File: src/rtl/homing_pkg.sv
//
// Behaviour
// - codes 1/2 limit switch neg/pos then index; 17/18 same, programmed distance
// - codes 7..10 positive reference search to index; 23..26 to distance
// - codes 11..14 negative reference search to index; 27..30 to distance
// - code 31 index pulse negative direction, code 34 positive direction
// - code 35 loads actual position with a value, no movement
// - each reference variant fixes direction inversion and inside/outside end
// - method accepts 1..35, resets to 18, new value acts immediately
// - distance methods end at offset from switching point; default 24
// - offset, home value and both limits latched when movement starts
// - on success position counter loaded with home value at reference point
// - nonzero switching point limit cancels movement with error when exceeded
// - nonzero overtravel limit: switch must reactivate within it or cancel
// - at switch stop motor, then move back (onward for non-inverting reference codes) to its switching point
// - interrupted movement leaves zero point invalid; must be restarted
// - status bit 12 is 1 only after homing completed successfully
package homing_pkg;

    // -------------------------------------------------------------------
    // parameter addresses
    // -------------------------------------------------------------------
    localparam logic [15:0] ADDR_METHOD     = 16'h1b18;
    localparam logic [15:0] ADDR_SETPOS     = 16'h1b2c;
    localparam logic [15:0] ADDR_SP_LIMIT   = 16'h280c;
    localparam logic [15:0] ADDR_OFFSET     = 16'h280e;
    localparam logic [15:0] ADDR_HOME       = 16'h2816;
    localparam logic [15:0] ADDR_OT_LIMIT   = 16'h281a;

    // -------------------------------------------------------------------
    // reset values and ranges
    // -------------------------------------------------------------------
    localparam logic [15:0] RST_METHOD      = 16'h0012;
    localparam logic [15:0] METHOD_MIN      = 16'h0001;
    localparam logic [15:0] METHOD_MAX      = 16'h0023;
    localparam logic [31:0] RST_SETPOS      = 32'h0000_0000;
    localparam logic [31:0] RST_SP_LIMIT    = 32'h0000_0000;
    localparam logic [31:0] RST_OFFSET      = 32'h0000_0018;
    localparam logic [31:0] RST_HOME        = 32'h0000_0000;
    localparam logic [31:0] RST_OT_LIMIT    = 32'h0000_0000;

    // -------------------------------------------------------------------
    // status word fields
    // -------------------------------------------------------------------
    localparam int STAT_HOMED_BIT = 12;
    localparam int STAT_ERROR_BIT = 13;

    // -------------------------------------------------------------------
    // method decoding
    // -------------------------------------------------------------------
    typedef enum logic [2:0] {
        KIND_NONE   = 3'h0,
        KIND_LIMIT  = 3'h1,
        KIND_REF    = 3'h2,
        KIND_INDEX  = 3'h3,
        KIND_SETPOS = 3'h4
    } method_kind_t;

    typedef struct packed {
        method_kind_t kind;
        logic         search_pos;  // 1: search in positive direction
        logic         invert;      // direction reverses in switch
        logic         outside;     // end point outside switch region
        logic         use_index;   // end at index pulse, else at distance
    } method_info_t;

    typedef enum logic [7:0] {
        ST_IDLE   = 8'h01,
        ST_SEARCH = 8'h02,
        ST_HALT1  = 8'h04,
        ST_BACK   = 8'h08,
        ST_FINAL  = 8'h10,
        ST_HALT2  = 8'h20,
        ST_ABORT  = 8'h40,
        ST_FAULT  = 8'h80
    } home_state_t;

endpackage : homing_pkg

File: src/rtl/homing_method_control.sv
`timescale 1ns/10ps
module homing_method_control #(
    parameter int PIN_COUNT = 4
) (
    input  wire logic        clk_in,
    input  wire logic        nrst_in,
    // parameter access
    input  wire logic [15:0] param_addr_in,
    input  wire logic [31:0] param_wdata_in,
    input  wire logic        param_wr_in,
    input  wire logic        param_rd_in,
    output logic      [31:0] param_rdata_out,
    // control word bit 4 and halt / quick stop
    input  wire logic        homing_start_in,
    input  wire logic        halt_in,
    input  wire logic        error_ack_in,
    // switch and encoder pins
    input  wire logic        negative_limit_switch_in,
    input  wire logic        positive_limit_switch_in,
    input  wire logic        reference_switch_in,
    input  wire logic        index_pulse_in,
    // motion side
    input  wire logic [31:0] position_in,
    input  wire logic        motor_standstill_in,
    output logic             move_run_out,
    output logic             move_positive_out,
    output logic             move_slow_out,
    output logic             pos_load_out,
    output logic      [31:0] pos_load_value_out,
    output logic             homing_error_out,
    output logic      [15:0] drive_status_word_out
);
    import homing_pkg::*;

    // -------------------------------------------------------------------
    // method decode
    // -------------------------------------------------------------------
    function automatic method_info_t decode(input logic [15:0] m);
        method_info_t d;
        d = '{kind: KIND_NONE, search_pos: 1'b0, invert: 1'b0,
              outside: 1'b1, use_index: 1'b1};
        case (m)
            16'h0001, 16'h0002, 16'h0011, 16'h0012: begin
                d.kind       = KIND_LIMIT;
                d.search_pos = !m[0]; // odd codes seek the negative switch
                d.use_index  = (m < 16'h0011);
            end
            16'h0007, 16'h0008, 16'h0009, 16'h000a,
            16'h0017, 16'h0018, 16'h0019, 16'h001a: begin
                d.kind       = KIND_REF;
                d.search_pos = 1'b1;
                d.use_index  = (m < 16'h0017);
            end
            16'h000b, 16'h000c, 16'h000d, 16'h000e,
            16'h001b, 16'h001c, 16'h001d, 16'h001e: begin
                d.kind       = KIND_REF;
                d.use_index  = (m < 16'h001b);
            end
            16'h001f: d.kind = KIND_INDEX;
            16'h0022: begin
                d.kind       = KIND_INDEX;
                d.search_pos = 1'b1;
            end
            16'h0023: d.kind = KIND_SETPOS;
            default: d.kind = KIND_NONE;
        endcase
        // variant within each group of four: inv/out, inv/in, not/in, not/out
        if (d.kind == KIND_REF) begin
            logic [1:0] v;
            v = 2'(m[1:0] - ((m < 16'h000b) ? 2'd3 :
                             (m < 16'h0017) ? 2'd3 :
                             (m < 16'h001b) ? 2'd3 : 2'd3));
            d.invert  = (v == 2'd0) || (v == 2'd1);
            d.outside = (v == 2'd0) || (v == 2'd3);
        end
        return d;
    endfunction : decode

    // -------------------------------------------------------------------
    // pin synchronisers, a change counts when stages two and three agree
    // -------------------------------------------------------------------
    logic [PIN_COUNT-1:0] pin_raw;
    logic [PIN_COUNT-1:0] pin_s1;
    logic [PIN_COUNT-1:0] pin_s2;
    logic [PIN_COUNT-1:0] pin_s3;
    logic [PIN_COUNT-1:0] pin_ok;
    assign pin_raw = {index_pulse_in, reference_switch_in,
                      positive_limit_switch_in, negative_limit_switch_in};
    genvar gi;
    generate
        for (gi = 0; gi < PIN_COUNT; gi++) begin : g_sync
            always_ff @(posedge clk_in or negedge nrst_in) begin
                if (!nrst_in) begin
                    pin_s1[gi] <= 1'b0;
                    pin_s2[gi] <= 1'b0;
                    pin_s3[gi] <= 1'b0;
                    pin_ok[gi] <= 1'b0;
                end else begin
                    pin_s1[gi] <= pin_raw[gi];
                    pin_s2[gi] <= pin_s1[gi];
                    pin_s3[gi] <= pin_s2[gi];
                    if (pin_s2[gi] == pin_s3[gi]) begin
                        pin_ok[gi] <= pin_s3[gi];
                    end
                end
            end
        end
    endgenerate

    // -------------------------------------------------------------------
    // parameter registers
    // -------------------------------------------------------------------
    logic [15:0] homing_method_select;
    logic [31:0] position_set_value;
    logic [31:0] switch_point_search_limit;
    logic [31:0] switch_offset_distance;
    logic [31:0] home_position_value;
    logic [31:0] overtravel_search_limit;

    // out-of-range writes are dropped so the stored value stays legal
    always_ff @(posedge clk_in or negedge nrst_in) begin
        if (!nrst_in) begin
            homing_method_select      <= RST_METHOD;
            position_set_value        <= RST_SETPOS;
            switch_point_search_limit <= RST_SP_LIMIT;
            switch_offset_distance    <= RST_OFFSET;
            home_position_value       <= RST_HOME;
            overtravel_search_limit   <= RST_OT_LIMIT;
        end else if (param_wr_in) begin
            case (param_addr_in)
                ADDR_METHOD: begin
                    if (param_wdata_in[15:0] >= METHOD_MIN &&
                        param_wdata_in[15:0] <= METHOD_MAX &&
                        param_wdata_in[31:16] == 16'h0000) begin
                        homing_method_select <= param_wdata_in[15:0];
                    end
                end
                ADDR_SETPOS:  position_set_value <= param_wdata_in;
                ADDR_SP_LIMIT: begin
                    if (!param_wdata_in[31]) begin
                        switch_point_search_limit <= param_wdata_in;
                    end
                end
                ADDR_OFFSET: begin
                    if (!param_wdata_in[31] && param_wdata_in != 32'h0) begin
                        switch_offset_distance <= param_wdata_in;
                    end
                end
                ADDR_HOME:    home_position_value <= param_wdata_in;
                ADDR_OT_LIMIT: begin
                    if (!param_wdata_in[31]) begin
                        overtravel_search_limit <= param_wdata_in;
                    end
                end
                default: ;
            endcase
        end
    end

    // read data, unknown addresses read as zero
    always_ff @(posedge clk_in or negedge nrst_in) begin
        if (!nrst_in) begin
            param_rdata_out <= 32'h0000_0000;
        end else if (param_rd_in) begin
            case (param_addr_in)
                ADDR_METHOD:   param_rdata_out <= {16'h0000,
                                                   homing_method_select};
                ADDR_SETPOS:   param_rdata_out <= position_set_value;
                ADDR_SP_LIMIT: param_rdata_out <= switch_point_search_limit;
                ADDR_OFFSET:   param_rdata_out <= switch_offset_distance;
                ADDR_HOME:     param_rdata_out <= home_position_value;
                ADDR_OT_LIMIT: param_rdata_out <= overtravel_search_limit;
                default:       param_rdata_out <= 32'h0000_0000;
            endcase
        end
    end

    // -------------------------------------------------------------------
    // movement sequencer
    // -------------------------------------------------------------------
    method_info_t info;
    home_state_t  state;
    logic         start_d;
    logic         index_d;
    logic         seen_active;
    logic         homed;
    logic [31:0]  mark_pos;
    logic [31:0]  lat_offset;
    logic [31:0]  lat_home;
    logic [31:0]  lat_sp_limit;
    logic [31:0]  lat_ot_limit;
    logic [31:0]  diff;
    logic [31:0]  travel;
    logic         sw;
    logic         back_pos;
    logic         final_pos;
    logic         start_rise;
    logic         index_rise;

    // method read live so a new value acts at once
    assign info       = decode(homing_method_select);
    assign sw         = (info.kind == KIND_LIMIT) ?
                        (info.search_pos ? pin_ok[1] : pin_ok[0]) : pin_ok[2];
    assign back_pos   = (info.kind == KIND_REF && !info.invert) ?
                        info.search_pos : !info.search_pos;
    assign final_pos  = (info.kind == KIND_INDEX) ? info.search_pos :
                        (info.outside ? back_pos : !back_pos);
    assign diff       = position_in - mark_pos;
    assign travel     = diff[31] ? 32'(-diff) : diff;
    assign start_rise = homing_start_in && !start_d;
    assign index_rise = pin_ok[3] && !index_d;

    always_ff @(posedge clk_in or negedge nrst_in) begin
        if (!nrst_in) begin
            start_d <= 1'b0;
            index_d <= 1'b0;
        end else begin
            start_d <= homing_start_in;
            index_d <= pin_ok[3];
        end
    end

    always_ff @(posedge clk_in or negedge nrst_in) begin
        if (!nrst_in) begin
            state        <= ST_IDLE;
            seen_active  <= 1'b0;
            homed        <= 1'b0;
            homing_error_out <= 1'b0;
            mark_pos     <= 32'h0000_0000;
            lat_offset   <= RST_OFFSET;
            lat_home     <= RST_HOME;
            lat_sp_limit <= RST_SP_LIMIT;
            lat_ot_limit <= RST_OT_LIMIT;
            pos_load_out <= 1'b0;
            pos_load_value_out <= 32'h0000_0000;
        end else begin
            pos_load_out <= 1'b0;
            if (halt_in && (state == ST_SEARCH || state == ST_HALT1 ||
                            state == ST_BACK || state == ST_FINAL ||
                            state == ST_HALT2)) begin
                state <= ST_ABORT;
                homed <= 1'b0;
            end else begin
                case (state)
                    ST_IDLE: begin
                        if (start_rise && !homing_error_out) begin
                            lat_offset   <= switch_offset_distance;
                            lat_home     <= home_position_value;
                            lat_sp_limit <= switch_point_search_limit;
                            lat_ot_limit <= overtravel_search_limit;
                            case (info.kind)
                                KIND_LIMIT, KIND_REF: begin
                                    homed <= 1'b0;
                                    state <= ST_SEARCH;
                                end
                                KIND_INDEX: begin
                                    homed <= 1'b0;
                                    state <= ST_FINAL;
                                end
                                KIND_SETPOS: begin
                                    // only allowed at standstill
                                    if (motor_standstill_in) begin
                                        pos_load_out       <= 1'b1;
                                        pos_load_value_out <=
                                            position_set_value;
                                        homed              <= 1'b1;
                                    end
                                end
                                default: begin
                                    homed            <= 1'b0;
                                    homing_error_out <= 1'b1;
                                    state            <= ST_FAULT;
                                end
                            endcase
                        end
                    end
                    ST_SEARCH: begin
                        if (sw) begin
                            state <= ST_HALT1;
                        end
                    end
                    ST_HALT1: begin
                        if (motor_standstill_in) begin
                            seen_active <= sw;
                            mark_pos    <= position_in;
                            state       <= ST_BACK;
                        end
                    end
                    ST_BACK: begin
                        if (!seen_active) begin
                            if (sw) begin
                                seen_active <= 1'b1;
                                mark_pos    <= position_in;
                            end else if (lat_ot_limit != 32'h0 &&
                                         travel > lat_ot_limit) begin
                                homing_error_out <= 1'b1;
                                state            <= ST_FAULT;
                            end
                        end else if (!sw) begin
                            mark_pos <= position_in;
                            state    <= ST_FINAL;
                        end else if (lat_sp_limit != 32'h0 &&
                                     travel > lat_sp_limit) begin
                            homing_error_out <= 1'b1;
                            state            <= ST_FAULT;
                        end
                    end
                    ST_FINAL: begin
                        if (info.use_index ? index_rise
                                           : travel >= lat_offset) begin
                            mark_pos <= position_in;
                            state    <= ST_HALT2;
                        end
                    end
                    ST_HALT2: begin
                        // the stop overshoots the reference point, so the
                        // loaded value carries the overshoot
                        if (motor_standstill_in) begin
                            pos_load_out       <= 1'b1;
                            pos_load_value_out <= 32'(lat_home + diff);
                            homed              <= 1'b1;
                            state              <= ST_IDLE;
                        end
                    end
                    ST_ABORT: begin
                        if (motor_standstill_in) begin
                            state <= ST_IDLE;
                        end
                    end
                    ST_FAULT: begin
                        homed <= 1'b0;
                        if (error_ack_in && motor_standstill_in) begin
                            homing_error_out <= 1'b0;
                            state            <= ST_IDLE;
                        end
                    end
                    default: state <= ST_IDLE;
                endcase
            end
        end
    end

    // -------------------------------------------------------------------
    // motion command and status
    // -------------------------------------------------------------------
    // stop in halt, fault and abort states, direction per phase
    assign move_run_out      = (state == ST_SEARCH) || (state == ST_BACK) ||
                               (state == ST_FINAL);
    assign move_positive_out = (state == ST_SEARCH) ? info.search_pos :
                               (state == ST_BACK) ? back_pos : final_pos;
    assign move_slow_out     = (state != ST_SEARCH);

    always_comb begin
        drive_status_word_out = 16'h0000;
        drive_status_word_out[STAT_HOMED_BIT] = homed;
        drive_status_word_out[STAT_ERROR_BIT] = homing_error_out;
    end

endmodule : homing_method_control

File: config.mk
export PLATFORM = sky130hd
export DESIGN_NAME = homing_method_control
export DESIGN_NICKNAME = d
export VERILOG_FILES = /design/src/rtl/homing_pkg.sv /design/src/rtl/homing_method_control.sv
export SDC_FILE = /design/constraint.sdc
export NUM_CORES = 1
export LEC_CHECK = 0
export ABC_AREA = 1
export BUFFER_PORTS_ARGS = -buffer_cell sky130_fd_sc_hd__clkbuf_2
export CORE_UTILIZATION = 30
export CTS_BUF_LIST = sky130_fd_sc_hd__clkbuf_16
export DETAILED_ROUTE_END_ITERATION = 10
export SLEW_MARGIN = 20
export SYNTH_ARGS = -nofsm -noshare
export SYNTH_HDL_FRONTEND = slang
export SYNTH_SLANG_ARGS = --single-unit
File: constraint.sdc
create_clock -name clk_in -period 4.2 [get_ports clk_in]
set_input_delay 0.21 -clock clk_in [delete_from_list [all_inputs] [get_ports clk_in]]
set_output_delay 0.21 -clock clk_in [all_outputs]
set_load 0.05 [all_outputs]
## After elaboration in Yosys (flattened, before gate mapping)

Cells that the tools add are included.

| cells by class | value |
|---|---|
| multipliers | 0 |
| order comparisons | 8 |
| divide/modulo/power cells | 0 |
| add/sub/neg operators | 4 |
| equal/unequal tests | 72 |
| bitwise gates (word level) | 2 |
| mux-type cells | 62 |
| shifts and indexed selects | 0 |
| reductions and logical operators | 59 |

Operator list:

| cell | number |
|---|---|
| $mux W32 | 10 |
| $pmux W32 S6 | 1 |
| $eq A16 B5 Y1 const B | 11 |
| $eq A16 B4 Y1 const B | 7 |
| $mux W8 | 12 |
| $pmux W32 S3 | 1 |
| $reduce_bool A32 Y1 | 3 |
| $eq A16 B14 Y1 const B | 4 |
| $gt A32 B31 Y1 | 2 |
| $pmux W32 S2 | 1 |
| $pmux W8 S7 | 1 |
| $lt A16 B5 Y1 const B | 3 |
| $add A32 B32 Y32 | 1 |
| $eq A16 B13 Y1 const B | 2 |
| $eq A16 B6 Y1 const B | 2 |
| $ge A32 B32 Y1 | 1 |
| $neg A32 Y32 | 1 |
| $sub A32 B32 Y32 | 1 |
| $mux W1 | 27 |
| $pmux W8 S3 | 1 |
| $ne A3 B3 Y1 const B | 7 |
| $reduce_and A3 Y1 | 6 |
| $eq A16 B1 Y1 const B | 1 |
| $eq A16 B2 Y1 const B | 1 |
| 47 further kinds | 100 |

| word-level totals | value |
|---|---|
| latch bits | 0 |
| output and inout port bits | 85 |
| word-level logic and storage cells | 243 |
| flip-flop bits (word level) | 426 |
| memories kept | 0 |
| input bits | 92 |
| RAM bits | 0 |
| memory bits (read-only) | 0 |

## Depth between registers and ports, before layout

| logic depth | value |
|---|---|
| word-level depth | 13 |
| gate-level depth with buffers | 44 |

## Worst setup path after synthesis

OpenSTA, ideal clock, no wires.

| path | value |
|---|---|
| kind | reg-to-reg |
| from | register mark_pos[0] |
| to | register mark_pos[11] |
| stages on the path, launching flop included | 31 |
| period minus slack after synthesis | 4294 ps |
| arrival | 4177 ps |
| setup time | 117 ps |
| required time | 4083 ps |
| slack | -94 ps |
| cells stage by stage | dfrtp_1 ha_1 inv_1 fa_1 inv_1 ha_1 inv_1 nor2_2 nand2_1 nor2_2 nand2_1 nor2_2 nand2_1 nor2_2 nand4_1 nor2_2 nand2_1 nand2_2 nand2_1 xor2_1 ha_1 nand4_1 nor4_1 nand3_1 nand3_1 nand4_1 nand3_1 nand3_4 buf_4 nand2_1 o21ai_2 |

| on the way | value |
|---|---|
| longest elaborated chain between the ends | 7 |

RTL lines:

| item | RTL line | RTL |
|---|---|---|
| start: declaration | homing_method_control.sv:187 | `logic [31:0] mark_pos;` |
| start signal: assignment | homing_method_control.sv:285 | `mark_pos <= position_in;` |
| start signal: assignment | homing_method_control.sv:293 | `mark_pos <= position_in;` |
| start signal: assignment | homing_method_control.sv:300 | `mark_pos <= position_in;` |
| $sub A32 B32 Y32 (*) | homing_method_control.sv:208 | `assign diff = position_in - mark_pos;` |
| $neg A32 Y32 | homing_method_control.sv:209 | `assign travel = diff[31] ? 32'(-diff) : diff;` |
| $mux W32 (*) | homing_method_control.sv:209 |  |
| $ge A32 B32 Y1 (*) | homing_method_control.sv:310 | `: travel >= lat_offset) begin` |
| $mux W1 (*) | homing_method_control.sv:309 | `if (info.use_index ? index_rise` |
| $ne A2 B1 Y1 (no line) (*) | -- |  |
| $reduce_and A6 Y1 (no line) (*) | -- |  |

Mark *: on every way between the ends. The rest lies on a longest branch, timed or not.
A chain may end at the register's enable or synchronous reset.

## Worst setup path in the final report

| path | value |
|---|---|
| from | register mark_pos[0] |
| to | register mark_pos[29] |

Same word-level chain as after synthesis.

==> reports/results.ini <==
[run_status]
status=finished, violations left
violations=setup timing

[yosys]
yosys.area_share.simple_pct=21.5
synth_compound_area_share_pct=15.9
yosysUniqueCellTypes=61
seq_area_frac_synth_pct=41.4
synth_fa_ha_area_share_pct=8.14
synth_xor_area_share_pct=1.86
avgSynthCellArea_um2=7.61
async_flop_share_pct=100
muxShareOfSynthArea_pct=0.0389
synth_ff_type=dfrtp_1
yosys_warnings=0
synth_top_family_by_area=simple AND/OR/NAND/NOR gates
synth.cell_area_um2=25700
syn_inst=3385
synth-edff-count=0
ys_ff_latch=426

[global_routing]
grt.overflow.total=0
gr-usage-all-layers_pct=19.6
grt_max_degree=253
antenna_found_initial=0
first_global_vias=22938
grt_pass1_wl_mm=132

[timing]
max_freq_ghz=0.202
hold_viol=0
setup_slack_ns=-0.744
period_share_pct=118
setup_viol=41
relSlewSlack_pct=32.6
whs_ns=0.0196
skew_ns=0.0254
final_max_slew_viol_count=0
worst_pin_slew_ns=1.01
rsz0062_at_grt=yes
fin_crit_ns=4.94

[pwr]
p_leak_nw=15.7
peakVddDrop_mv=0.375
power_density_nw_per_um2=685

[die]
die_area_um2=87000
core_region_area_um2=85100
ios=177
dieHeight_um=295
die_w_um=295
row_count=107
start_util_pct=30.2

[finish]
final_layout_size_suffix_gt1_share_pct=20.9
final_core_utilization_pct=38.6
area_growth_pct=27.8
final_nets=4097
final_cells=5027
diodes=0

[placement]
hpwl_mm=63.4
port_buffers=162
place_congestion=0.935
dp.cells=4846

[clock_network]
worst_skew_pair.late_latency_ns=0.61
h-tree-depth=2
cts_root_buf=clkbuf_16
cts_made_buffers=49
cts.clk_slew.worst_paths_ns=0.06
cts_buffer_depth=3
cts_tree=yes
cts_sinks=426

[hold_path]
holdPathStages=3
min_path_type=input port to flop

[routing]
wl_per_cell_um=17.0
drtIter0Drc=1735
drc=0
wirelength_mm=85.7
viasPerCell=4.72
num_vias=23752
dr.pass1.iters=6
route.antenna.remaining_nets=0

[worst_setup_path]
rr_worst_depth=33
path_buf_inv=6
crit_type=flop to flop
crit_required_ns=4.68
start_kind=flop
cp_top_family=simple AND/OR/NAND/NOR gates
slowest_delay_ns=0.46
crit_slowest_cell=fa_2
crit_cells=33
worst_setup_path_end_kind=flop
crit_fanout=8
cpMostUsedCell=nor2_2
arrival_ns=5.43

[flow_run]
drv_cap=0

## worst paths after layout
check	slack (ns)	endpoint	startpoint
worst min-delay path	0.02	homing_method_select[1]$_DFFE_PN1P_	param_wdata_in[1]
worst min register to register	0.35	pin_s2[0]$_DFF_PN0_	pin_s1[0]$_DFF_PN0_
worst max-delay path	-0.74	mark_pos[29]$_DFFE_PN0P_	mark_pos[0]$_DFFE_PN0P_
worst max register to register	-0.74	mark_pos[29]$_DFFE_PN0P_	mark_pos[0]$_DFFE_PN0P_
max in group asynchronous	2.91	lat_ot_limit[10]$_DFFE_PN0P_	nrst_in
min in group asynchronous	0.20	pos_load_out$_DFF_PN0_	nrst_in
## logic make-up (layout without fill, tap and decap cells)
family                     after synthesis  in the layout
other                                    1             14
muxes                                    1              1
xor gates and xnor gates                52             52
buffers and inverters                  732           1217
adders and majority gates              167            167
DFF                                    426            426
and+or+nand+nor                       1272           1272
AOI/OAI and AO/OA                      734            734
## what timing repair did
action                                  in CTS  in global routing
gates cloned                                 4                  1
endpoints found under the setup margin      44                 50
hold endpoints to repair                   208                  0
buffers inserted                            12                 14
gates resized for setup                     35                136
hold buffers                                59                  0
pin swaps                                   37                 57
## per-stage QoR
step / TNS (ns) / worst slack, ns / power (mW) / instance area [um^2]
2_1_floorplan: 0 / 0.00870 / 11.6 / 25800
3_3_place_gp: -25.82 / -0.644 / 16.5 / 29600
3_5_place_dp: -28.94 / -0.756 / 16.6 / 29600
4_1_cts: -26.08 / -0.662 / 21.6 / 32200
5_1_grt: -42.63 / -1.09 / 24.3 / 32900
6_report: -28.53 / -0.744 / 22.5 / 32900
## synth_stat cells (6+ instances only)
| library cell | number | area (um^2) |
|---|---|---|
| nand4_1 | 56 | 350 |
| nor2_4 | 6 | 67.6 |
| o211ai_1 | 11 | 82.6 |
| inv_1 | 589 | 2210 |
| clkbuf_1 | 85 | 319 |
| nor3_1 | 21 | 105 |
| o21bai_1 | 11 | 82.6 |
| xor2_1 | 32 | 280 |
| buf_4 | 21 | 158 |
| inv_2 | 22 | 82.6 |
| a21oi_2 | 6 | 52.6 |
| dfstp_2 | 7 | 184 |
| nand2_1 | 803 | 3010 |
| ha_1 | 161 | 2010 |
| nand3_1 | 82 | 410 |
| o21ai_0 | 408 | 2040 |
| dfrtp_1 | 419 | 10500 |
| nor4_1 | 25 | 156 |
| o31ai_1 | 32 | 240 |
| o21a_1 | 6 | 45.0 |
| o21ai_2 | 18 | 158 |
| nand3b_1 | 13 | 97.6 |
| xnor2_1 | 17 | 149 |
| nor2_2 | 14 | 87.6 |
| nor2_1 | 182 | 683 |
| nand3_2 | 9 | 90.1 |
| nand2_2 | 41 | 257 |
| o21ai_1 | 18 | 90.1 |
| a21oi_1 | 127 | 636 |
| o22ai_1 | 72 | 450 |
## metal layers
layer  wire length (um)  track usage (%)
met1              40700             28.0
met3               4690             2.69
met2              38700             31.3
met4               1650             4.28
met5                  0                0
## placed cells by master, fill, tap and decap left out, drive strengths merged, types with 14 or more instances in the layout
cell type / synthesis / layout
buf: 35 / 293
nand3: 93 / 93
nor4: 29 / 29
nor3: 26 / 26
a21oi: 133 / 133
ha: 161 / 161
xor2: 33 / 33
nor2: 202 / 202
dlygate4sd3: 0 / 59
nand2: 846 / 846
o22ai: 73 / 73
o21ai: 445 / 445
o31ai: 32 / 32
clkbuf: 85 / 211
nand4: 56 / 56
clkinv: 1 / 25
xnor2: 19 / 19
dfrtp: 419 / 419
conb: 1 / 14
inv: 611 / 620
## report_power, final
| part | internal [mW] | switching, mW | total (mW) |
|---|---|---|---|
| Combinational | 6.07 | 7.58 | 13.6 |
| Sequential | 4.32 | 0.147 | 4.47 |
| Clock | 2.60 | 1.82 | 4.42 |
| Total | 13.0 | 9.55 | 22.5 |
## worst register-to-register path, delay by kind of cell, from the launching register on
| family | cells | cell delay (ns) |
|---|---|---|
| AND/OR/NAND/NOR | 21 | 2.39 |
| adder cells (fa/ha/maj) | 4 | 1.13 |
| buffers and inverters | 6 | 0.74 |
| flip-flops | 1 | 0.40 |
| XOR/XNOR | 1 | 0.09 |
| AO/OA/AOI/OAI | 1 | 0.05 |
## layout make-up
type | count | area (um^2)
sequential | 426 | 10700
multi-input combinational | 2240 | 13000
clock inverter | 42 | 400
timing repair buffer | 513 | 3820
fill | 8895 | 52200
clock buffer | 50 | 1250
inverter | 612 | 2300
tap | 1144 | 1430
## flip-flops by register name, indices dropped and copies added, names as in the netlist, 31 cells and up
signal / count
home_position_value: 32
lat_home: 32
lat_offset: 32
mark_pos: 32
param_rdata_out: 32
pos_load_value_out: 32
position_set_value: 32
switch_offset_distance: 32
lat_ot_limit: 31
lat_sp_limit: 31
overtravel_search_limit: 31
switch_point_search_limit: 31
No activity file was read; power rests on OpenSTA's default activity.
